$ cat src/hdl/twhf_flags.sv
// Package and top module of the two-way window handshake flags
//
// Functional notes
// - Window status layout shown when window enabled or layout select is 0.
// - Host write to last window register sets input-full, status bit 7.
// - Input-full flag is an interrupt source toward the local processor.
// - Local read of last window register clears input-full.
// - Local write to last window register sets output-full, status bit 6.
// - Output-full cleared by host read of last register or local write 0.
// - Local writes to output-full flags: 0 clears, 1 leaves unchanged.
// - Host write to first window register sets host mode bit 5 if local clear.
// - Local read of last window register clears host write-mode flag.
// - Local write of output data register sets its output-full flag.
// - Local write of first register sets local mode if host clear; host wins.
// - Local mode cleared by host read of last register or local write 0.

package twhf_pkg;

  // ---------------------------------------------------------------
  // Status bit positions, window layout
  // ---------------------------------------------------------------
  localparam int BIT_IN_FULL = 7;
  localparam int BIT_OUT_FULL = 6;
  localparam int BIT_HOST_WM = 5;
  localparam int BIT_LOCAL_WM = 4;
  localparam int BIT_LOW_TOP = 3;
  localparam int BIT_LOW_BOT = 1;
  localparam int BIT_ODR_FULL = 0;

  // ---------------------------------------------------------------
  // Status bits cleared by a local write of 0
  // ---------------------------------------------------------------
  localparam int N_WCLR = 3;
  localparam int WCLR_OUT = 0;
  localparam int WCLR_LOCAL = 1;
  localparam int WCLR_ODR = 2;
  localparam int WCLR_BIT [N_WCLR] = '{
    BIT_OUT_FULL,
    BIT_LOCAL_WM,
    BIT_ODR_FULL
  };

  // ---------------------------------------------------------------
  // Reset values
  // ---------------------------------------------------------------
  localparam logic RST_FLAG = 1'b0;
  localparam logic [7:0] RST_ODR = 8'h00;

  typedef struct packed {
    logic window_in_full;
    logic window_out_full;
    logic host_write_mode_flag;
    logic local_write_mode_flag;
    logic out_full_flag;
    logic [7:0] out_data_reg;
  } twhf_state_t;

  localparam twhf_state_t RST_STATE = '{
    window_in_full: RST_FLAG,
    window_out_full: RST_FLAG,
    host_write_mode_flag: RST_FLAG,
    local_write_mode_flag: RST_FLAG,
    out_full_flag: RST_FLAG,
    out_data_reg: RST_ODR
  };

endpackage : twhf_pkg

`timescale 1ns/100ps
`default_nettype none

module twhf_flags (
  // Clock and reset
  input wire logic core_clk,
  input wire logic rst_b,
  // Layout settings
  input wire logic window_enable,
  input wire logic status_layout_select,
  // Host I/O cycles, decoded one-cycle pulses
  input wire logic host_wr_last,
  input wire logic host_rd_last,
  input wire logic host_wr_first,
  input wire logic host_rd_odr,
  // Local processor accesses, one-cycle pulses
  input wire logic local_wr_last,
  input wire logic local_rd_last,
  input wire logic local_wr_first,
  input wire logic local_wr_odr,
  input wire logic local_wr_status,
  input wire logic [7:0] local_wr_data,
  // Bits owned by neighbouring logic
  input wire logic [2:0] shared_low_bits,
  input wire logic [7:0] plain_status,
  // Results
  output logic window_in_full_irq,
  output logic [7:0] out_data,
  output logic [7:0] channel3_window_status
);

  twhf_pkg::twhf_state_t s_q;
  twhf_pkg::twhf_state_t s_d;
  logic window_layout;

  // Write-zero clears, one per clearable status bit
  logic [twhf_pkg::N_WCLR-1:0] wclr;

  // Set and clear events of each flag
  logic set_in_full;
  logic clr_in_full;
  logic set_out_full;
  logic clr_out_full;
  logic set_host_wm;
  logic clr_host_wm;
  logic set_local_wm;
  logic clr_local_wm;
  logic set_odr_full;
  logic clr_odr_full;
  logic host_first_wins;

  // ---------------------------------------------------------------
  // Status register writes: only written zeros act
  // ---------------------------------------------------------------
  // Ones are ignored, so one flag can be cleared with ones elsewhere
  // without disturbing the others. Plain layout: no clears at all.
  for (genvar g = 0; g < twhf_pkg::N_WCLR; g++) begin : g_wclr
    assign wclr[g] = local_wr_status & window_layout &
      ~local_wr_data[twhf_pkg::WCLR_BIT[g]];
  end

  // ---------------------------------------------------------------
  // Flag events
  // ---------------------------------------------------------------
  always_comb begin
    // Input-full: host fills the last register, local side drains it
    set_in_full = host_wr_last;
    clr_in_full = local_rd_last;

    // Output-full: local side fills, host drains or local writes 0
    set_out_full = local_wr_last;
    clr_out_full = host_rd_last | wclr[twhf_pkg::WCLR_OUT];

    // Host write mode: host claims the first register
    set_host_wm = host_wr_first & ~s_q.local_write_mode_flag;
    clr_host_wm = local_rd_last;

    // Local write mode: a host claim on the same edge takes priority
    host_first_wins = set_host_wm;
    set_local_wm = local_wr_first & ~s_q.host_write_mode_flag &
      ~host_first_wins;
    clr_local_wm = host_rd_last | wclr[twhf_pkg::WCLR_LOCAL];

    // Plain output data register
    set_odr_full = local_wr_odr;
    clr_odr_full = host_rd_odr | wclr[twhf_pkg::WCLR_ODR];
  end

  // ---------------------------------------------------------------
  // Next state; every set wins over a clear in the same cycle
  // ---------------------------------------------------------------
  // Sets come last so that a fill is never lost to a drain that
  // lands on the same edge; the reader then sees the newer data.
  always_comb begin
    s_d = s_q;

    if (clr_in_full) begin
      s_d.window_in_full = 1'b0;
    end
    if (set_in_full) begin
      s_d.window_in_full = 1'b1;
    end

    if (clr_out_full) begin
      s_d.window_out_full = 1'b0;
    end
    if (set_out_full) begin
      s_d.window_out_full = 1'b1;
    end

    if (clr_host_wm) begin
      s_d.host_write_mode_flag = 1'b0;
    end
    if (set_host_wm) begin
      s_d.host_write_mode_flag = 1'b1;
    end

    if (clr_local_wm) begin
      s_d.local_write_mode_flag = 1'b0;
    end
    if (set_local_wm) begin
      s_d.local_write_mode_flag = 1'b1;
    end

    if (clr_odr_full) begin
      s_d.out_full_flag = 1'b0;
    end
    if (set_odr_full) begin
      s_d.out_data_reg = local_wr_data;
      s_d.out_full_flag = 1'b1;
    end
  end

  always_ff @(posedge core_clk or negedge rst_b) begin
    if (!rst_b) begin
      s_q <= twhf_pkg::RST_STATE;
    end else begin
      s_q <= s_d;
    end
  end

  // ---------------------------------------------------------------
  // Outputs
  // ---------------------------------------------------------------
  // Level straight from the flag, so the request lasts as long as it
  assign window_in_full_irq = s_q.window_in_full;
  assign out_data = s_q.out_data_reg;

  twhf_status_mux u_mux (
    .window_enable(window_enable),
    .status_layout_select(status_layout_select),
    .window_in_full(s_q.window_in_full),
    .window_out_full(s_q.window_out_full),
    .host_write_mode_flag(s_q.host_write_mode_flag),
    .local_write_mode_flag(s_q.local_write_mode_flag),
    .out_full_flag(s_q.out_full_flag),
    .shared_low_bits(shared_low_bits),
    .plain_status(plain_status),
    .window_layout(window_layout),
    .status_byte(channel3_window_status)
  );

endmodule : twhf_flags

`default_nettype wire

$ cat src/hdl/twhf_status_mux.sv
// Status byte composer for the channel-3 window status register
`timescale 1ns/100ps
`default_nettype none

module twhf_status_mux (
  // Layout settings
  input wire logic window_enable,
  input wire logic status_layout_select,
  // Window flags
  input wire logic window_in_full,
  input wire logic window_out_full,
  input wire logic host_write_mode_flag,
  input wire logic local_write_mode_flag,
  input wire logic out_full_flag,
  // Bits owned by neighbouring logic
  input wire logic [2:0] shared_low_bits,
  input wire logic [7:0] plain_status,
  // Composed status
  output logic window_layout,
  output logic [7:0] status_byte
);

  // ---------------------------------------------------------------
  // Layout choice
  // ---------------------------------------------------------------
  assign window_layout = window_enable | ~status_layout_select;

  always_comb begin
    if (window_layout) begin
      status_byte = 8'h00;
      status_byte[twhf_pkg::BIT_IN_FULL] = window_in_full;
      status_byte[twhf_pkg::BIT_OUT_FULL] = window_out_full;
      status_byte[twhf_pkg::BIT_HOST_WM] = host_write_mode_flag;
      status_byte[twhf_pkg::BIT_LOCAL_WM] = local_write_mode_flag;
      status_byte[twhf_pkg::BIT_LOW_TOP:twhf_pkg::BIT_LOW_BOT] =
        shared_low_bits;
      status_byte[twhf_pkg::BIT_ODR_FULL] = out_full_flag;
    end else begin
      // Plain layout belongs entirely to neighbouring logic
      status_byte = plain_status;
    end
  end

endmodule : twhf_status_mux

`default_nettype wire

$ cat config.mk
export PLATFORM = sky130hd
export DESIGN_NAME = twhf_flags
export DESIGN_NICKNAME = d
export VERILOG_FILES = /design/src/hdl/twhf_flags.sv /design/src/hdl/twhf_status_mux.sv
export SDC_FILE = /design/constraint.sdc
export NUM_CORES = 1
export LEC_CHECK = 0
export ABC_CLOCK_PERIOD_IN_PS = 800
export CORE_AREA = 2 2 46 48
export DETAILED_ROUTE_END_ITERATION = 6
export DIE_AREA = 0 0 48 50
export DONT_BUFFER_PORTS = 1
export PLACE_DENSITY_LB_ADDON = 0.08
export SYNTH_ARGS = -nofsm -noshare
export SYNTH_HDL_FRONTEND = slang
export SYNTH_SLANG_ARGS = --single-unit
$ cat constraint.sdc
create_clock -name core_clk -period 0.8 [get_ports core_clk]
set_input_delay 0.04 -clock core_clk [delete_from_list [all_inputs] [get_ports core_clk]]
set_output_delay 0.04 -clock core_clk [all_outputs]
set_load 0.005 [all_outputs]
==> qor.csv, run 1 <==
stage,metric,value,unit
clocking,H-tree depth,1,
drt,vias per inst,4.77,
setup_path,Top delay family on crit path,flip-flops,
min_path,Hold Crit Endpoint,s_q[8],
yosys,Synth area leaders,"dfrtp_1 52%, mux2_2 29%, inv_1 3.0%",
drt,DRC Markers,0,
timing,RSZ-0062 raised after global routing,true,
drt,initial DRC count,3,
layout,post-layout util,0.499,
grt,largest net degree at the start of global routing,14,
setup_path,crit-path cells,mux2_2,
yosys,syn avg cell area,13.6,sq um
setup_path,Critical R2R Capture,s_q[8],
yosys,mapped cell area,627,sq um
run_status,violations in the final reports,"negative hold slack, negative setup slack",
setup_path,worst r2r src,s_q[8],
placement,Post-Place Cell Area,722,sq um
clocking,clk root buf,clkbuf_4,
setup_path,FF-to-FF setup slack,-0.09,ns
layout,final non-filler cell total,101,
timing,final hold vios,9,
grt,vias in the first global route,540,
drt,highest metal used,met3,
die,# IOs,49,
clocking,CTS tree,yes,
timing,period utilization,1.24,
pwr,power per cell area,1600,mW/mm^2
job,Max-cap violations,0,
layout,Sequential Area,325,sq um
timing,Worst Tran Pin Value,0.570,ns
setup_path,CP peak stage delay,0.41,ns
grt,GRT overflow,0,
die,full die area,0.00240,sq mm
grt,first-pass GRT wire length,2330,um
timing,Layout Skew,0.0000736,ns
yosys,"FF+latch count, synth",13,
yosys,sequential share of the synthesized area,0.519,
layout,post-route cell area,948,sq um
layout,share of cells above drive strength 1,0.446,
timing,relative slew slack,0.619,
die,Die Width,48,um
die,Core Rows,16,
placement,PortBufs,0,
grt,Tot GR Track Use,0.139,
die,die height,50,um
clocking,clk_lat worst skew,0.26,ns
setup_path,"slowest stage cell, crit path",dfrtp_1,
placement,post-DP HPWL,1090,um
layout,highest-count cells in the layout ignoring fill and taps,"16 x mux2_2, 13 x dlygate4sd3_1, 13 x dfrtp_1",
layout,Ant. Diodes,0,
yosys,Syn Inst Count,46,
setup_path,critical path arrival,0.95,ns
setup_path,data required time of the critical path,0.76,ns
drt,final WL,1500,um
setup_path,startpoint types,flop,
clocking,hold_buf cts,14,
timing,fin. max-slew vios,0,
setup_path,Crit Path Class,flop to output pin,
pwr,VDD IR max,0.992,mV
yosys,Yosys top cell by area,dfrtp_1,
timing,# setup viols final,15,
min_path,Worst Hold Launch,local_wr_odr,
drt,DR WL/cell,14.8,um
yosys,Netlist cell types,13,
die,CORE AREA,0.00190,sq mm
drt,M1 WL,544,um
timing,worst setup margin,-0.189,ns
timing,Fin Setup TNS,-1.23,ns
layout,P&R area growth vs syn,51.3,%
yosys,area share of the leading cell type in the synthesized netlist,0.519,
drt,vias post-DR,482,
clocking,clk slew on worst S/H paths,0.09,ns
drt,metal2 WL,872,um
run_status,outcome,finished with violations,
drt,Detailed Routing Iterations Pass 1,4,
setup_path,CP Max Fanout,3,
setup_path,endpoint type of the worst setup path,output pin,
layout,"commonest non-fill, non-tap cell in the layout",mux2_2,
placement,GP Congestion,0.731,
placement,DP Cell Count,80,
drt,antenna-violating nets left,0,
min_path,hold path cells,1,
drt,met3 wire len,80,um
yosys,Mapped Nets,78,
clocking,Bufs on Longest Clock Path,2,
timing,Final min period,0.989,ns
clocking,cts bufs inserted,3,
min_path,min-delay worst type,input pin to flop,
grt,initial antenna violation count,0,
yosys,synth warn,0,
timing,Fmax,1010,MHz
die,Starting Density,0.330,
clocking,Clock Sinks,13,
layout,multi-input logic area,269,sq um
setup_path,Worst Reg-to-Reg Cells,3,
pwr,leak pwr,0.427,nW
layout,FILL cells,175,
timing,final hold slack,-0.138,ns
layout,Largest register FFs,8,
setup_path,Stages on worst setup path,1,
layout,nets,107,
setup_path,Crit path buffers/inverters,0,
cells in the mapped netlist:
cell type and instances:
a21o_1 2, a31o_1 1, buf_2 1, clkbuf_8 1, dfrtp_1 13, inv_1 5
mux2_2 16, nand2b_1 1, nor2b_1 1, nor2b_4 1, o311ai_0 2, o31ai_1 1
or3b_1 1
through the flow:
step	worst slack [ns]	power (mW)
finish	-0.189	1.52
global route	-0.249	1.60
CTS	-0.201	1.53
detailed placement	-0.0398	1.00
global placement	-0.0409	0.994
floorplan	0.00184	0.915
area by class of cell:
type                    count  share of cell area
flip-flops and latches     13               0.343
well taps                  27              0.0356
clock buffers               4              0.0277
inverters                   5              0.0198
repair buffers             26               0.290
multi-input cells          26               0.284
worst max-delay path by stage:
stage	endpoint	start
final	channel3_window_status[7]	window_in_full_irq
after global routing	channel3_window_status[7]	window_in_full_irq
after CTS	channel3_window_status[7]	window_in_full_irq
after detailed placement	s_q[8]	status_layout_select
after global placement	s_q[11]	status_layout_select
after floorplan	s_q[9]	status_layout_select
timing repair:
item	4_1_cts	5_1_grt
endpoints found under the hold margin	26	9
setup buffers	2	1
pin swaps	1	1
setup endpoints to repair	13	16
gates resized for setup	9	1
per-layer routing:
| metal | vias to the layer above | track usage |
|---|---|---|
| met2 | 27 | 0.251 |
| met3 | 0 | 0.0293 |
| met4 | 0 | 0.0721 |
| li1 | 217 | - |
| met5 | - | 0 |
| met1 | 238 | 0.137 |
cells by family (layout without fill, tap and decap cells):
family,Yosys count,count (layout),share of synthesized area
simple gates,4,4,0.0559
mux,16,16,0.287
compound gates,6,6,0.0778
buf+inv,7,35,0.0599
flops,13,13,0.519
power breakdown:
group          switching [mW]  internal [mW]  leakage, nW
clock                   0.209          0.193       0.0150
sequential             0.0443          0.721        0.151
combinational           0.109          0.240        0.261
total                   0.363           1.15        0.427
(Power assumes the default switching activity.)
==> inputs of run 2 (changes only) <==
- CAP_MARGIN: unset -> 20
- SKIP_LAST_GASP: unset -> 1
==> qor.csv, run 2 (synthesis gave the netlist of run 1 again) <==
stage,metric,value,unit,change
die,Core Rows,16,,unchanged
timing,Fmax,1010,MHz,about the same
timing,Fin Setup TNS,-1.25,ns,was -1.23 ns
die,CORE AREA,0.00190,sq mm,unchanged
timing,period utilization,1.24,,about the same
grt,GRT overflow,0,,unchanged
setup_path,Worst Reg-to-Reg Cells,3,,unchanged
layout,Sequential Area,325,sq um,unchanged
timing,RSZ-0062 raised after global routing,true,,unchanged
layout,highest-count cells in the layout ignoring fill and taps,"16 x mux2_2, 13 x dlygate4sd3_1, 13 x dfrtp_1",,unchanged
setup_path,Top delay family on crit path,flip-flops,,unchanged
clocking,cts bufs inserted,3,,unchanged
drt,vias post-DR,482,,unchanged
timing,Layout Skew,0.0000677,ns,was 0.0000736 ns
placement,Post-Place Cell Area,722,sq um,unchanged
placement,GP Congestion,0.731,,unchanged
clocking,CTS tree,yes,,unchanged
timing,worst setup margin,-0.189,ns,about the same
layout,nets,107,,unchanged
drt,Detailed Routing Iterations Pass 1,4,,unchanged
placement,post-DP HPWL,1090,um,unchanged
setup_path,crit path capture,channel3_window_status[4],,was channel3_window_status[7]
setup_path,Crit Path Class,flop to output pin,,unchanged
timing,relative slew slack,0.619,,about the same
grt,GR Layer Usage met1,0.137,,unchanged
placement,PortBufs,0,,unchanged
timing,Final min period,0.989,ns,about the same
grt,Tot GR Track Use,0.137,,was 0.139
die,Die Width,48,um,unchanged
layout,Largest register FFs,8,,unchanged
clocking,clk_lat worst skew,0.26,ns,about the same
setup_path,critical path arrival,0.95,ns,about the same
drt,DR WL/cell,14.9,um,was 14.8 um
grt,largest net degree at the start of global routing,14,,unchanged
clocking,Bufs on Longest Clock Path,2,,unchanged
die,Starting Density,0.330,,unchanged
timing,fin. max-slew vios,0,,unchanged
job,Max-cap violations,0,,unchanged
die,die height,50,um,unchanged
layout,Ant. Diodes,0,,unchanged
run_status,outcome,finished with violations,,unchanged
min_path,hold path cells,1,,unchanged
setup_path,Crit path buffers/inverters,0,,unchanged
grt,GRT Max-Usage Layer,met2,,unchanged
die,# IOs,49,,unchanged
run_status,violations in the final reports,"negative hold slack, negative setup slack",,unchanged
clocking,clk root buf,clkbuf_4,,unchanged
clocking,clk slew on worst S/H paths,0.09,ns,about the same
clocking,hold_buf cts,14,,unchanged
setup_path,Critical R2R Capture,s_q[8],,unchanged
timing,final hold slack,-0.138,ns,about the same
drt,initial DRC count,3,,unchanged
setup_path,CP peak stage delay,0.40,ns,was 0.41 ns
drt,DRC Markers,0,,unchanged
pwr,Power Total,1.53,mW,was 1.52 mW
setup_path,data required time of the critical path,0.76,ns,about the same
drt,antenna-violating nets left,0,,unchanged
timing,# setup viols final,15,,unchanged
layout,post-route cell area,960,sq um,was 948 sq um
grt,met2 Use GR,0.249,,was 0.251
layout,multi-input logic area,277,sq um,was 269 sq um
pwr,power per cell area,1590,mW/mm^2,was 1600 mW/mm^2
layout,FILL cells,176,,was 175
setup_path,worst r2r src,s_q[8],,unchanged
grt,initial antenna violation count,0,,unchanged
timing,final hold vios,9,,unchanged
setup_path,CP Max Fanout,3,,unchanged
setup_path,Stages on worst setup path,1,,unchanged
drt,vias per inst,4.77,,unchanged
drt,final WL,1510,um,was 1500 um
grt,met3 Use GR,0.0256,,was 0.0293
die,full die area,0.00240,sq mm,unchanged
pwr,VDD IR max,0.987,mV,was 0.992 mV
pwr,leak pwr,0.429,nW,was 0.427 nW
timing,Worst Tran Pin Value,0.570,ns,about the same
layout,share of cells above drive strength 1,0.459,,was 0.446
setup_path,"slowest stage cell, crit path",dfrtp_1,,unchanged
clocking,H-tree depth,1,,unchanged
grt,vias in the first global route,535,,was 540
setup_path,CP startpoint,s_q[9],,was window_in_full_irq
min_path,min-delay worst type,input pin to flop,,unchanged
clocking,Clock Sinks,13,,unchanged
setup_path,FF-to-FF setup slack,-0.09,ns,about the same
setup_path,crit-path cells,mux2_2,,unchanged
setup_path,startpoint types,flop,,unchanged
grt,first-pass GRT wire length,2310,um,was 2330 um
setup_path,endpoint type of the worst setup path,output pin,,unchanged
layout,P&R area growth vs syn,53.1,%,was 51.3%
layout,"commonest non-fill, non-tap cell in the layout",mux2_2,,unchanged
run 2: worst min path at each step:
stage,startpoint,endpoint,slack [ns]
after floorplan,rst_b,out_data[0],-0.26
after detailed placement,rst_b,s_q[8],-0.26
after CTS,local_wr_odr,s_q[8],-0.15
after global routing,local_wr_odr,s_q[8],-0.14
final,local_wr_odr,s_q[8],-0.14
after global placement,rst_b,s_q[8],-0.26
run 2: where the power goes:
part / switching (mW) / total (mW) / internal [mW]
logic: 0.112 / 0.359 / 0.246
registers: 0.0463 / 0.767 / 0.721
clock network: 0.208 / 0.401 / 0.193
run 2: timing repair:
item / 4_1_cts / 5_1_grt
endpoints found under the setup margin: 13 / 16
endpoints found under the hold margin: 26 / 9
buffers inserted: 2 / 1
gates resized for setup: 8 / 5
pin swaps: 0 / 3
run 2: final cells by class:
type | instances | area share
Inverter | 5 | 0.0196
Timing Repair Buffer | 26 | 0.291
Sequential cell | 13 | 0.339
Tap cell | 27 | 0.0352
Multi-Input combinational cell | 26 | 0.288
Clock buffer | 4 | 0.0274
run 2: metal layers:
metal | part of all wire | routed length, um | vias to the layer above
li1 | - | - | 217
met1 | 0.36 | 538 | 238
met2 | 0.59 | 889 | 27
met3 | 0.053 | 80 | 0
met4 | 0 | 0 | 0
met5 | 0 | 0 | -
run 2: per-stage QoR:
stage,utilization,worst slack [ns],cells
2_1_floorplan,-,0.00184,46
3_3_place_gp,0.380,-0.0409,80
3_5_place_dp,0.380,-0.0398,80
4_1_cts,0.491,-0.201,100
5_1_grt,0.505,-0.249,101
6_report,0.505,-0.189,101
